==> src/rtl/iflow_pkg.sv <==
package iflow_pkg;

  // ----------------------------------------
  // Register map and fields
  // ----------------------------------------
  localparam int COUNT_W = 14;
  localparam logic [7:0] ADDR_REPEAT_COUNT = 8'h00;
  localparam logic [7:0] ADDR_STATUS_LOW = 8'h04;
  localparam logic [7:0] ADDR_FLOW_STATUS = 8'h08;
  localparam int RA_BIT = 4;
  localparam int FLOW_BUSY_BIT = 1;
  localparam int FLOW_PSV_BIT = 2;
  localparam logic [COUNT_W-1:0] COUNT_RESET = 14'h0000;
  localparam logic [COUNT_W-1:0] COUNT_ONE = 14'h0001;
  localparam logic [7:0] STATUS_RESET = 8'h00;

  // ----------------------------------------
  // Cycle counts
  // ----------------------------------------
  localparam int RETURN_CYCLES = 3;
  localparam int TABLE_CYCLES = 2;
  localparam int TWO_WORD_CYCLES = 2;
  localparam int PSV_FIRST_CYCLES = 2;

  // ----------------------------------------
  // Bus encodings
  // ----------------------------------------
  localparam logic [1:0] HTRANS_NONSEQ = 2'h2;
  localparam logic HRESP_OKAY = 1'h0;

  // ----------------------------------------
  // Types
  // ----------------------------------------
  typedef enum logic [3:0] {
    IC_NORMAL,
    IC_RETURN,
    IC_RET_LIT,
    IC_INT_RETURN,
    IC_TABLE,
    IC_TWO_WORD,
    IC_SECOND_WORD,
    IC_REPEAT_LIT,
    IC_REPEAT_REG
  } iflow_iclass_t;

  typedef struct packed {
    logic valid;
    iflow_iclass_t iclass;
    logic [COUNT_W-1:0] literal;
    logic [15:0] work_reg;
    logic psv_read;
    logic addr_dep;
  } iflow_decode_t;

  typedef struct packed {
    logic fetch_enable;
    logic pc_increment;
    logic flush_prefetch;
    logic hold_fetched;
    logic exec_as_nop;
    logic progmem_access;
    logic stall;
    logic busy;
  } iflow_ctl_t;

endpackage : iflow_pkg

==> src/rtl/iflow_repeat_unit.sv <==
`timescale 1ns/1ps
module iflow_repeat_unit (
  // Clock and reset
  input wire logic clock,
  input wire logic rst_n_sync,
  // Load and update
  input wire logic load,
  input wire logic [iflow_pkg::COUNT_W-1:0] load_value,
  input wire logic sw_write,
  input wire logic [iflow_pkg::COUNT_W-1:0] sw_value,
  input wire logic decrement,
  input wire logic exc_clear,
  input wire logic restore,
  input wire logic restore_flag,
  // State
  output logic [iflow_pkg::COUNT_W-1:0] count,
  output logic active
);

  // ----------------------------------------
  // Next values
  // ----------------------------------------
  logic [iflow_pkg::COUNT_W-1:0] next_count;
  logic [iflow_pkg::COUNT_W-1:0] count_less;
  logic next_active;

  assign count_less = count - iflow_pkg::COUNT_ONE;
  // Instruction load beats a bus write, which beats the per-iteration step
  assign next_count = load ? load_value :
                      sw_write ? sw_value :
                      (decrement && count != iflow_pkg::COUNT_RESET) ? count_less :
                      count;
  assign next_active = load ? (load_value != iflow_pkg::COUNT_RESET) :
                       restore ? (restore_flag && next_count != iflow_pkg::COUNT_RESET) :
                       exc_clear ? 1'b0 :
                       decrement ? (next_count != iflow_pkg::COUNT_RESET) :
                       active;

  // ----------------------------------------
  // Registers
  // ----------------------------------------
  always_ff @(posedge clock or negedge rst_n_sync) begin
    if (!rst_n_sync) begin
      count <= iflow_pkg::COUNT_RESET;
      active <= 1'b0;
    end else begin
      count <= next_count;
      active <= next_active;
    end
  end

endmodule : iflow_repeat_unit

==> src/rtl/iflow_sequencer.sv <==
`timescale 1ns/1ps
module iflow_sequencer (
  // Clock and reset
  input wire logic clock,
  input wire logic reset_n,
  // Instruction in the execute slot
  input wire iflow_pkg::iflow_decode_t dec,
  // Exception entry and status stack
  input wire logic exc_entry,
  input wire logic [7:0] stack_status_in,
  output logic [7:0] stacked_status,
  // Pipeline control
  output iflow_pkg::iflow_ctl_t ctl,
  // Repeat state
  output logic [iflow_pkg::COUNT_W-1:0] repeat_loop_count,
  output logic repeat_active_flag,
  // AHB-Lite slave
  input wire logic hsel,
  input wire logic [31:0] haddr,
  input wire logic [1:0] htrans,
  input wire logic hwrite,
  input wire logic [2:0] hsize,
  input wire logic [31:0] hwdata,
  input wire logic hready,
  output logic hreadyout,
  output logic [31:0] hrdata,
  output logic hresp
);

  // ----------------------------------------
  // Reset release
  // ----------------------------------------
  logic rst_meta;
  logic rst_n_sync;

  always_ff @(posedge clock or negedge reset_n) begin
    if (!reset_n) begin
      rst_meta <= 1'b0;
      rst_n_sync <= 1'b0;
    end else begin
      rst_meta <= 1'b1;
      rst_n_sync <= rst_meta;
    end
  end

  // ----------------------------------------
  // Decode helpers
  // ----------------------------------------
  function automatic logic is_return(input iflow_pkg::iflow_iclass_t ic);
    is_return = (ic == iflow_pkg::IC_RETURN) || (ic == iflow_pkg::IC_RET_LIT) ||
                (ic == iflow_pkg::IC_INT_RETURN);
  endfunction : is_return

  function automatic logic is_repeat(input iflow_pkg::iflow_iclass_t ic);
    is_repeat = (ic == iflow_pkg::IC_REPEAT_LIT) || (ic == iflow_pkg::IC_REPEAT_REG);
  endfunction : is_repeat

  typedef enum logic [2:0] {
    S_RUN,
    S_RET2,
    S_RET3,
    S_TABLE,
    S_OPERAND,
    S_STALL
  } iflow_state_t;

  iflow_state_t state;
  iflow_state_t next_state;
  iflow_pkg::iflow_ctl_t next_ctl;
  logic ret_is_int;
  logic psv_first;
  logic [7:0] status_store;
  logic [7:0] status_view;

  wire run = (state == S_RUN);
  wire take_exc = run && exc_entry;
  wire take = run && dec.valid && !exc_entry;
  wire take_ret = take && is_return(dec.iclass);
  wire take_tbl = take && dec.iclass == iflow_pkg::IC_TABLE;
  wire take_two = take && dec.iclass == iflow_pkg::IC_TWO_WORD;
  wire take_orphan = take && dec.iclass == iflow_pkg::IC_SECOND_WORD;
  wire take_rep = take && is_repeat(dec.iclass);
  wire plain = take && !take_ret && !take_tbl && !take_two;
  // The first run of a resumed target that reads program space needs a second cycle
  wire psv_extra = psv_first && dec.psv_read;
  wire stall_need = plain && (dec.addr_dep || psv_extra);
  // Restricted targets are never repeated, so any resumed step counts as one iteration
  wire decrement = take && repeat_active_flag && !take_rep;
  wire restore = (state == S_RET3) && ret_is_int;
  wire [iflow_pkg::COUNT_W-1:0] wreg_low = dec.work_reg[iflow_pkg::COUNT_W-1:0];
  wire [iflow_pkg::COUNT_W-1:0] rep_value =
    (dec.iclass == iflow_pkg::IC_REPEAT_LIT) ? dec.literal : wreg_low;
  wire [iflow_pkg::COUNT_W-1:0] count_minus = repeat_loop_count - iflow_pkg::COUNT_ONE;

  // ----------------------------------------
  // Register bus
  // ----------------------------------------
  logic wr_pend;
  logic [7:0] wr_addr;
  wire addr_take = hsel && htrans == iflow_pkg::HTRANS_NONSEQ && hready;
  wire wr_count = wr_pend && wr_addr == iflow_pkg::ADDR_REPEAT_COUNT;
  wire wr_status = wr_pend && wr_addr == iflow_pkg::ADDR_STATUS_LOW;
  wire [7:0] bus_addr = haddr[7:0];
  wire [31:0] flow_word = {29'h0000_0000, psv_first, state != S_RUN, repeat_active_flag};
  wire [31:0] rd_word =
    (bus_addr == iflow_pkg::ADDR_REPEAT_COUNT) ? {18'h00000, repeat_loop_count} :
    (bus_addr == iflow_pkg::ADDR_STATUS_LOW) ? {24'h000000, status_view} :
    (bus_addr == iflow_pkg::ADDR_FLOW_STATUS) ? flow_word :
    32'h0000_0000;

  // Read data is picked at the address phase so the data phase answers with no wait
  always_ff @(posedge clock or negedge rst_n_sync) begin
    if (!rst_n_sync) begin
      wr_pend <= 1'b0;
      wr_addr <= 8'h00;
      hrdata <= 32'h0000_0000;
      hreadyout <= 1'b1;
      hresp <= iflow_pkg::HRESP_OKAY;
    end else begin
      wr_pend <= addr_take && hwrite;
      wr_addr <= bus_addr;
      hrdata <= (addr_take && !hwrite) ? rd_word : hrdata;
      hreadyout <= 1'b1;
      hresp <= iflow_pkg::HRESP_OKAY;
    end
  end

  // ----------------------------------------
  // Repeat count and active flag
  // ----------------------------------------
  iflow_repeat_unit u_repeat (
    .clock(clock),
    .rst_n_sync(rst_n_sync),
    .load(take_rep),
    .load_value(rep_value),
    .sw_write(wr_count),
    .sw_value(hwdata[iflow_pkg::COUNT_W-1:0]),
    .decrement(decrement),
    .exc_clear(take_exc),
    .restore(restore),
    .restore_flag(stack_status_in[iflow_pkg::RA_BIT]),
    .count(repeat_loop_count),
    .active(repeat_active_flag)
  );

  // ----------------------------------------
  // Status low byte
  // ----------------------------------------
  // The active bit is read from the repeat unit, not from the store, so a bus write cannot touch it
  assign status_view = {status_store[7:5], repeat_active_flag, status_store[3:0]};

  always_ff @(posedge clock or negedge rst_n_sync) begin
    if (!rst_n_sync) begin
      status_store <= iflow_pkg::STATUS_RESET;
      stacked_status <= iflow_pkg::STATUS_RESET;
      ret_is_int <= 1'b0;
      psv_first <= 1'b0;
    end else begin
      if (restore) begin
        status_store <= stack_status_in;
      end else if (wr_status) begin
        status_store <= hwdata[7:0];
      end
      if (take_exc) begin
        stacked_status <= status_view;
      end
      if (take_ret) begin
        ret_is_int <= dec.iclass == iflow_pkg::IC_INT_RETURN;
      end
      if (restore) begin
        psv_first <= stack_status_in[iflow_pkg::RA_BIT];
      end else if (take) begin
        psv_first <= 1'b0;
      end
    end
  end

  // ----------------------------------------
  // Flow sequencing
  // ----------------------------------------
  always_comb begin
    next_state = state;
    case (state)
      S_RUN: begin
        if (take_ret) begin
          next_state = S_RET2;
        end else if (take_tbl) begin
          next_state = S_TABLE;
        end else if (take_two) begin
          next_state = S_OPERAND;
        end else if (stall_need) begin
          next_state = S_STALL;
        end else begin
          next_state = S_RUN;
        end
      end
      S_RET2: next_state = S_RET3;
      S_RET3: next_state = S_RUN;
      S_TABLE: next_state = S_RUN;
      S_OPERAND: next_state = S_RUN;
      S_STALL: next_state = S_RUN;
      default: next_state = S_RUN;
    endcase
  end

  // Control for the coming cycle; the loop holds the program counter for each instruction taken while the flag is up
  always_comb begin
    next_ctl = '0;
    next_ctl.fetch_enable = (next_state == S_RUN) || (next_state == S_RET3) ||
                            (next_state == S_OPERAND);
    next_ctl.pc_increment = next_ctl.fetch_enable && !(take && repeat_active_flag);
    next_ctl.flush_prefetch = take_ret;
    next_ctl.hold_fetched = take_tbl;
    next_ctl.progmem_access = take_tbl;
    next_ctl.exec_as_nop = take_orphan || (take_rep && rep_value == '0);
    next_ctl.stall = stall_need && next_state == S_STALL;
    next_ctl.busy = next_state != S_RUN;
  end

  always_ff @(posedge clock or negedge rst_n_sync) begin
    if (!rst_n_sync) begin
      state <= S_RUN;
      ctl <= '0;
    end else begin
      state <= next_state;
      ctl <= next_ctl;
    end
  end
endmodule : iflow_sequencer

==> config.mk <==
export PLATFORM = sky130hd
export DESIGN_NAME = iflow_sequencer
export DESIGN_NICKNAME = d
export VERILOG_FILES = /design/src/rtl/iflow_pkg.sv /design/src/rtl/iflow_repeat_unit.sv /design/src/rtl/iflow_sequencer.sv
export SDC_FILE = /design/constraint.sdc
export NUM_CORES = 1
export LEC_CHECK = 0
export BUFFER_PORTS_ARGS = -buffer_cell sky130_fd_sc_hd__buf_2
export CORE_MARGIN = 1.5
export CORE_UTILIZATION = 48
export CTS_BUF_LIST = sky130_fd_sc_hd__clkbuf_2
export DETAILED_ROUTE_END_ITERATION = 16
export GPL_ROUTABILITY_DRIVEN = 0
export PLACE_DENSITY = 0.93
export REMOVE_ABC_BUFFERS = 1
export SYNTH_ARGS = -nofsm -noshare
export SYNTH_HDL_FRONTEND = slang
export SYNTH_HIERARCHICAL = 1
export SYNTH_SLANG_ARGS = --single-unit
==> constraint.sdc <==
create_clock -name clock -period 2.5 [get_ports clock]
set_input_delay 0.75 -clock clock [delete_from_list [all_inputs] [get_ports clock]]
set_output_delay 0.75 -clock clock [all_outputs]
set_load 0.02 [all_outputs]
==> results of run 1 <==
worst min-delay path by stage:
stage	from	cells past startpoint	end	slack, ns
CTS	rst_n_sync	0	hrdata[12]	0.19
global route	rst_n_sync	0	hrdata[12]	0.23
detailed placement	rst_n_sync	0	hrdata[13]	0.23
finish	rst_n_sync	0	hrdata[12]	0.19
global placement	rst_n_sync	0	hrdata[8]	0.21
floorplan	rst_meta	0	rst_n_sync	0.33
cell families after synthesis:
logic type | Yosys count | share of synthesized area, %
AND/OR/NAND/NOR | 120 | 20.18
AO/OA/AOI/OAI | 80 | 15.52
flip-flops | 67 | 44.05
buffers and inverters | 51 | 7.824
multiplexers | 39 | 10.98
XOR/XNOR | 4 | 0.9206
other | 2 | 0.1973
adder cells (fa/ha/maj) | 1 | 0.3287
registers in the layout, indices dropped and copies added (netlist names):
| register | count |
|---|---|
| rst_meta | 1 |
| wr_pend | 1 |
| rst_n_sync | 1 |
| ret_is_int | 1 |
| u_repeat/count | 14 |
| u_repeat/active | 1 |
| state | 3 |
| status_store | 7 |
| psv_first | 1 |
| stacked_status | 8 |
| wr_addr | 8 |
| ctl | 7 |
| hrdata | 14 |
worst max-delay path, delay by kind of cell, from the launching register on:
kind	cells	cell delay, ns
and+or+nand+nor	3	0.91
buffers and inverters	2	0.28
DFF	1	0.43
adders and majority gates	1	0.21
AOI/OAI and AO/OA	4	0.91
routing by layer:
metal | vias up | GRT usage, % | part of all wire (%)
met5 | - | 0 | 0
met4 | 0 | 14.62 | 5.0
li1 | 1693 | - | -
met1 | 1858 | 32.45 | 39
met2 | 236 | 48.83 | 50
met3 | 69 | 6.385 | 6.5
cells in the final DEF (no fill, tap or decap), drive strengths merged, types with 3 or more instances in the layout:
cell | Yosys | routed
buf | 30 | 195
dfrtp | 67 | 67
nand2 | 30 | 30
mux2 | 22 | 22
conb | 2 | 21
o21ai | 19 | 19
mux2i | 17 | 17
nor4 | 16 | 16
nor2 | 15 | 15
inv | 12 | 14
a22o | 12 | 12
nor3 | 11 | 11
or4 | 10 | 10
clkbuf | 9 | 9
a21oi | 8 | 8
nand2b | 6 | 6
a31oi | 6 | 6
o31ai | 5 | 5
nor4b | 5 | 5
or3 | 5 | 5
a22oi | 4 | 4
o22ai | 4 | 4
clkinv | 0 | 4
a211o | 3 | 3
o311ai | 3 | 3
through the flow:
stage	setup TNS [ns]	cells
floorplan	-4.556	344
CTS	-0.3881	654
global route	-0.9513	658
global placement	-4.737	635
detailed placement	-5.924	635
finish	-0.6600	658
area by class of cell:
class	count	area, µm²
clock buffer	9	45.04
clock inverter	7	75.07
fill	582	2467
inverter	12	45.04
multi-input combinational	265	2044
sequential	67	1678
tap	102	127.6
timing repair buffer	196	1205
power by group:
group / internal, W / switching (W)
Clock: 0.000239 / 0.000435
Combinational: 0.000862 / 0.00112
Sequential: 0.00132 / 0.000194
Total: 0.00242 / 0.00174
repair_timing:
action | 4_1_cts | 5_1_grt
buffers inserted | 2 | 4
resized for setup | 19 | 13
pin swaps | 14 | 6
endpoints found under the hold margin | 2 | 0
hold buffers | 1 | 0
endpoints found under the setup margin | 6 | 10
==> run metrics, run 1 <==
FFs w/ async S/R, synth between 90% and 100%; core area roughly 7700 µm²; cts bufs inserted 9; failing checks setup timing; syn avg cell area around 10 µm²; Final min period about 2.8 ns; worst-path fanout max 5; largest net degree at the start of global routing 48; share of cells above drive strength 1 between 40% and 50%; r2r setup slk -0.33 ns; CTS tree built; worst flop-to-flop path endpoint u_repeat/active; Layout area overhead 37.15%; Slew headroom between 50% and 60%; WL/cell 18.47 µm; nets roughly 670; Worst Tran Pin Value ~0.61 ns; drt via density between 5 and 6; initial antenna violation count 0; die width 92.05 µm; VDD IR max slightly above 0.5 mV; Max Cap Viol 0; Synth area leader dfrtp_1; crit-path cells inv_1 -> ha_2 -> nor4b_1 -> a211o_4 -> buf_4 -> nor4_1 -> o311ai_2 -> o311ai_1 -> nor4b_2 -> a31oi_1; Clock Path Buffers 2; most instantiated cells after synthesis 67 x dfrtp_1, 30 x nand2_1, 22 x buf_4, 22 x mux2_2, 17 x mux2i_1; YS warnings 6; share of the synthesized area in the top cell type ~44%; Critical Path RT just under 3 ns; critical path type reg2reg; grt ovf 0; Detailed Place HPWL approximately 8700 µm; H-Tree Depth 3; Layout Utilization between 60% and 70%; Die Ht 92.05 µm; Pwr Total around 0.0042 W; Initial Utilization roughly half; root buffer cell clkbuf_2; row count 32; most frequent cell after synthesis dfrtp_1; register bit total from synthesis 67; endpoints failing setup 5; crit path from u_repeat/count[0]; drt pass-1 iters 5; HP Class reg2async; first-pass GRT wire length roughly 19000 µm; vias in the first global route between 3000 and 4000; placed cell area around 4900 µm²; Mapped Area roughly 3800 µm²; 1st-iter DRT viols approximately 400; Setup crit end u_repeat/active; Clk Latency, worst-skew pair about 0.51 ns; startpoint types flop; Final WS setup -0.3288 ns; PD cells between 700 and 800 nW/µm²; Hold WS around 0.19 ns; clk_skew ~0.035 ns; Clock transition at path regs 0.21 ns; R2R Path Start u_repeat/count[0]; Critical Path AT approximately 3.2 ns; # clock sinks 67; RSZ-0062 raised after global routing yes; gr usage total 28.21%; Fin. Hold Viols 0; final WL 12150 µm; full die area approximately 8500 µm²; ANT nets after route 0; reg2reg path depth 10; Buffers on Ports about 120; CP endpoint kind flop; status finished with violations; EDFF count, synth 0; fmax roughly 0.35 GHz; critical path's largest stage delay 0.52 ns; Distinct cells, synth 70; predominant post-synthesis flop cell dfrtp_1; cells after synthesis roughly 360; Place WS -0.9119 ns; Seq/Total Area, Yosys 44.05%; Slowest-stage cell, CP nor4b_1; fin area around 5200 µm²; DR DRC count 0; antenna fix cells 0; Lkg Pwr approximately 2.6 nW; fin. max-slew vios 0; fin crit share 113.2%; largest cells by area after synthesis dfrtp_1 44%, mux2_2 6.5%, mux2i_1 4.5%, buf_4 4.3%, nand2_1 3.0%; I/O pins between 150 and 200; via count around 3900
Note: power is estimated with default switching activity, not from simulation.
==> inputs of run 2 (changes only) <==
Settings changed: BUFFER_PORTS_ARGS -buffer_cell sky130_fd_sc_hd__buf_2 to default, CORE_UTILIZATION 48 to 60, DONT_BUFFER_PORTS from default to 1, PLACE_DENSITY 0.93 to 0.86.
==> run 2 against run 1 <==
  * The flow still finishes with violations (setup timing)
  * Total power fell by 8.8%
  * Via count fell by 14%
  * Clock skew fell by 0.012 ns
  * Worst setup slack improved by 0.056 ns
  * Routed wire length fell by 11%
  * Non-clock buffer count fell by 119
  * Die area fell by 19%
  * Sequential cell count did not move
  * Design area fell by 14%
  * Largest power group is now sequential cells
  * Highest routed layer unchanged
==> run metrics, run 2 (synthesis results as in run 1) <==
placed cell area between 4000 and 5000 µm²; DR DRC count 0; commonest non-fill, non-tap cell in the layout buf_4; most frequent cells in the layout 74 x buf_4, 66 x dfrtp_1, 29 x nand2_1, 22 x mux2_2, 21 x conb_1; critical path type reg2reg; gr usage total between 30 and 40%; share of cells above drive strength 1 around a third; nets between 500 and 600; final WL 10850 µm; met3 Track Usage GR between 10% and 20%; core area ~6000 µm²; drt pass-1 iters 5; CTS tree built; Place WS -0.7595 ns; Die Ht between 80 and 90 µm; full die area a little under 7000 µm²; worst-path fanout max 4; startpoint types flop; failing checks setup timing; drt via density roughly 6.4; Clock Path Buffers 2; endpoints failing setup 3; # clock sinks 67; vias in the first global route 3366; I/O pins about 190; status finished with violations; Non-Filler Instances between 500 and 600; Final WS setup -0.2725 ns; Critical Path RT ~2.9 ns; grt met2 use between 50% and 60%; met1 usage a little under two fifths; VDD IR max between 0.7 and 0.8 mV; Hold WS approximately 0.25 ns; H-Tree Depth 3; fin. max-slew vios 0; PD cells 841.2 nW/µm²; Cell Count Post-Placement 490; cts bufs inserted 9; Fin. Hold Viols 0; largest net degree at the start of global routing 34; Layout Utilization approximately three quarters; Final min period around 2.8 ns; grt ovf 0; first-pass GRT wire length roughly 16000 µm; fmax between 0.3 and 0.4 GHz; Layout area overhead 18.61%; Slew headroom 50.87%; fin crit share 110.9%; ANT nets after route 0; row count 28; clk_skew about 0.024 ns; Buffers on Ports 0; Lkg Pwr just over 2 nW; Max Cap Viol 0; initial antenna violation count 0; Clk Latency, worst-skew pair a little over 0.5 ns; Initial Utilization 63.16%; HP Class in2reg; 1st-iter DRT viols about 300; Regs by FF count hrdata x14, u_repeat/count x14; CP endpoint kind flop; Detailed Place HPWL 7865 µm; gr busiest metal met2; Clock transition at path regs 0.18 ns; Critical Path AT 3.18 ns; Worst Tran Pin Value around 0.74 ns; fin area ~4500 µm²; RSZ-0062 raised after global routing yes; WL/cell 21.19 µm; via count between 3000 and 4000; die width a little over 80 µm; root buffer cell clkbuf_2; antenna fix cells 0
==> run 2: cell count changes in the layout (fill, tap and decap cells not counted), sizes merged <==
cell | previous run | this run
clkinvlp | 0 | 1
buf | 195 | 76
inv | 14 | 12
clkbuf | 9 | 10
==> run 2: critical path, stage by stage (launching register included) <==
cell     delay [ns]
dfrtp_1        0.45
nor3_4         0.19
and3b_2        0.23
and3_4         0.19
inv_2          0.04
or4_4          0.46
o41ai_4        0.28
a31oi_2        0.18
a211o_1        0.27
nor4_1         0.28
a31oi_1        0.12
==> run 2: final timing paths <==
| kind | startpoint | end | slack, ns | depth (start not counted) |
|---|---|---|---|---|
| worst max-delay path | state[2] | u_repeat/active | -0.27 | 10 |
| worst min-delay path | haddr[6] | wr_addr[6] | 0.25 | 0 |
| worst max register to register | state[2] | u_repeat/active | -0.27 | 10 |
| worst min register to register | rst_n_sync | hrdata[4] | 0.33 | 0 |
| max in group asynchronous | rst_n_sync | psv_first | 1.54 | 1 |
| min in group asynchronous | rst_n_sync | hrdata[4] | 0.33 | 0 |
==> run 2: layout make-up <==
cell class              count  area (µm²)
fillers                   407        1511
flip-flops and latches     67        1678
clock inverters             6       56.30
repair buffers             77       596.8
multi-input cells         265        1994
inverters                  12       45.04
well taps                  75       93.84
clock buffers              10       50.05
==> run 2: per-stage QoR <==
step	setup TNS, ns	power, W
finish	-0.3933	0.003798
global route	-0.7664	0.003979
CTS	-0.1815	0.003714
detailed placement	-4.042	0.003047
global placement	-3.328	0.002980
floorplan	-4.556	0.002435
==> run 2: metal layers <==
layer  up-vias  routed length (µm)
met5         -                   0
met4         0                 378
met3        46                 998
met2       190                5451
met1      1609                4022
li1       1454                   -
==> run 2: repair_timing <==
action                                  CTS  global route
resized for setup                        14             7
endpoints found under the hold margin     2             0
buffers inserted                          5             1
pin swaps                                14             7
gates cloned                              0             0
endpoints found under the setup margin    6             6
hold buffers                              1             0
==> run 2: report_power, final <==
| group | switching, W | total [W] | internal, W |
|---|---|---|---|
| logic | 0.000901 | 0.00159 | 0.000691 |
| registers | 0.000273 | 0.00159 | 0.00132 |
| clock network | 0.000387 | 0.000614 | 0.000226 |
==> inputs of run 3 (changes only) <==
Settings changed: SETUP_SLACK_MARGIN from default to 0.5, SYNTH_HIERARCHICAL 1 to default.
==> run 3 against run 2 <==
  * The run still ends with setup timing left
  * Sequential cell count is the same
  * Via count grew 5.6%
  * Count of clock-buffer cells in the layout increased by 1
  * Combinational power is 4% higher
  * Critical path depth down 2
  * Synthesized cell count did not move
  * Worst setup slack worse by 0.23 ns
  * Critical endpoint is now u_repeat.active
==> run metrics, run 3 <==
gr usage total a little over a third; Die Ht 81.05 µm; Synth area leader dfrtp_1; row count 28; share of the synthesized area in the top cell type 45.87%; Final WS setup -0.5070 ns; predominant post-synthesis flop cell dfrtp_1; 1st-iter DRT viols 385; share of cells above drive strength 1 between 30% and 40%; Layout area overhead 31.36%; Fin. Hold Viols 0; Critical Path AT about 3.4 ns; register bit total from synthesis 67; commonest non-fill, non-tap cell in the layout buf_4; Cell Count Post-Placement roughly 500; DR DRC count 0; nets 569; most frequent cell after synthesis dfrtp_1; Initial Utilization 62.10%; Regs by FF count hrdata x14, u_repeat.count x14; drt pass-1 iters 5; fin crit share 120.3%; startpoint types flop; failing checks setup timing; CTS tree built; syn avg cell area approximately 10 µm²; YS warnings 0; CP endpoint kind flop; largest net degree at the start of global routing 30; cells after synthesis between 300 and 400; Non-Filler Instances approximately 530; antenna fix cells 0; # clock sinks 67; critical path type reg2reg; most frequent cells in the layout 70 x buf_4, 64 x dfrtp_1, 27 x nand2_1, 24 x mux2i_1, 21 x conb_1; initial antenna violation count 0; PD cells just over 800 nW/µm²; fmax 0.3326 GHz; cts bufs inserted 9; HP Class reg2async; Clk Latency, worst-skew pair ~0.53 ns; core area between 5000 and 6000 µm²; Final min period ~3.0 ns; Seq/Total Area, Yosys a little under half; first-pass GRT wire length about 17000 µm; Clock transition at path regs 0.20 ns; Buffers on Ports 0; endpoints failing setup 3; worst-path fanout max 2; most instantiated cells after synthesis 67 x dfrtp_1, 29 x nand2_1, 24 x mux2i_1, 24 x o21ai_0; full die area between 6000 and 7000 µm²; H-Tree Depth 3; clk_skew 0.02250 ns; via count ~3500; Lkg Pwr approximately 2.1 nW; EDFF count, synth 0; I/O pins 185; fin. max-slew vios 0; Place WS -0.8034 ns; Hold WS about 0.15 ns; final WL 12220 µm; Worst Tran Pin Value between 0.9 and 1 ns; grt ovf 0; Detailed Place HPWL approximately 8100 µm; WL/cell 23.14 µm; drt via density about 6.6; VDD IR max 0.4808 mV; RSZ-0062 raised after global routing yes; vias in the first global route around 3500; Clock Path Buffers 2; status finished with violations; FFs w/ async S/R, synth between 90% and 100%; die width between 80 and 90 µm; Slew headroom between 30% and 40%; Distinct cells, synth 59; Critical Path RT between 2 and 3 ns; largest cells by area after synthesis dfrtp_1 46%, mux2i_1 6.6%, buf_4 4.3%, o21ai_0 3.3%, nand2_1 3.0%; Mapped Area roughly 3700 µm²; ANT nets after route 0; root buffer cell clkbuf_2; Max Cap Viol 0
==> run 3: cell types whose count changed in the layout (fill, tap and decap cells not counted), moves of 5 or more <==
cell	delta
o31ai_1	-5
or4_1	-6
o21ai_0	+8
mux2i_1	+7
mux2_2	-14
buf_6	+16
==> run 3: final timing paths <==
kind | start | cells after the start | slack (ns) | end
setup / recovery | u_repeat.count[3] | 8 | -0.51 | u_repeat.active
hold / removal | rst_n_sync | 0 | 0.15 | hrdata[9]
setup reg to reg | u_repeat.count[3] | 8 | -0.51 | u_repeat.active
hold reg to reg | rst_n_sync | 0 | 0.15 | hrdata[9]
max in group asynchronous | rst_n_sync | 1 | 1.64 | ctl[6]
min in group clock | haddr[2] | 0 | 0.21 | wr_addr[2]
==> run 3: routing by layer <==
layer | wire, µm | share of wire (%) | global-route usage, % | vias to the layer above
li1 | - | - | - | 1497
met1 | 4484 | 37 | 41.91 | 1670
met2 | 5901 | 48 | 61.42 | 254
met3 | 1222 | 10 | 8.315 | 62
met4 | 612 | 5.0 | 13.79 | 0
met5 | 0 | 0 | 0 | -
==> run 3: power breakdown <==
group | internal [W] | total [W] | leakage, nW | switching, W
registers | 0.00132 | 0.00160 | 0.837 | 0.000280
clock network | 0.000236 | 0.000636 | 0.0757 | 0.000399
logic | 0.000728 | 0.00165 | 1.22 | 0.000924
total | 0.00229 | 0.00389 | 2.13 | 0.00160
==> run 3: worst max-delay path, cell delays in order, from the launching register on <==
cell	delay, ns
dfrtp_1	0.41
or4_4	0.56
or4_4	0.45
o31ai_4	0.20
a41oi_2	0.16
a2111o_1	0.43
or3_4	0.37
nor4_4	0.20
a31oi_1	0.13
==> run 3: layout make-up <==
class	instances	area, µm²
Sequential cell	67	1680
Multi-Input combinational cell	272	2142
Clock buffer	11	55.05
Clock inverter	5	53.80
Timing Repair Buffer	89	742.0
Inverter	9	33.78
Fill cell	350	1085
Tap cell	75	93.84
==> run 3: per-stage QoR <==
stage | total power (W) | instance area (µm²) | util (%) | TNS (ns)
after floorplan | 0.002304 | 3505 | - | -3.711
after global placement | 0.002825 | 4146 | 70.45 | -1.715
after detailed placement | 0.002886 | 4146 | 70.45 | -2.249
after CTS | 0.003597 | 4502 | 76.49 | -0.6293
after global routing | 0.004043 | 4801 | 81.57 | -0.9230
final | 0.003891 | 4801 | 81.57 | -0.7321
==> run 3: kinds of logic (layout without fill, tap and decap cells) <==
| logic type | count (synthesis) | after routing | synth area share [%] |
|---|---|---|---|
| flops | 67 | 67 | 45.87 |
| compound gates | 81 | 81 | 15.68 |
| mux | 34 | 34 | 9.757 |
| simple gates | 130 | 130 | 19.96 |
| buf+inv | 44 | 114 | 6.984 |
| xor+xnor | 5 | 5 | 1.198 |
| other cells | 2 | 21 | 0.2055 |
| fa+ha+maj | 1 | 1 | 0.3423 |
==> run 3: what timing repair did <==
item,in CTS,in global routing
endpoints found under the setup margin,18,23
setup buffers,7,9
pin swaps,16,17
hold buffers,1,0
resized for setup,43,45
endpoints found under the hold margin,2,0
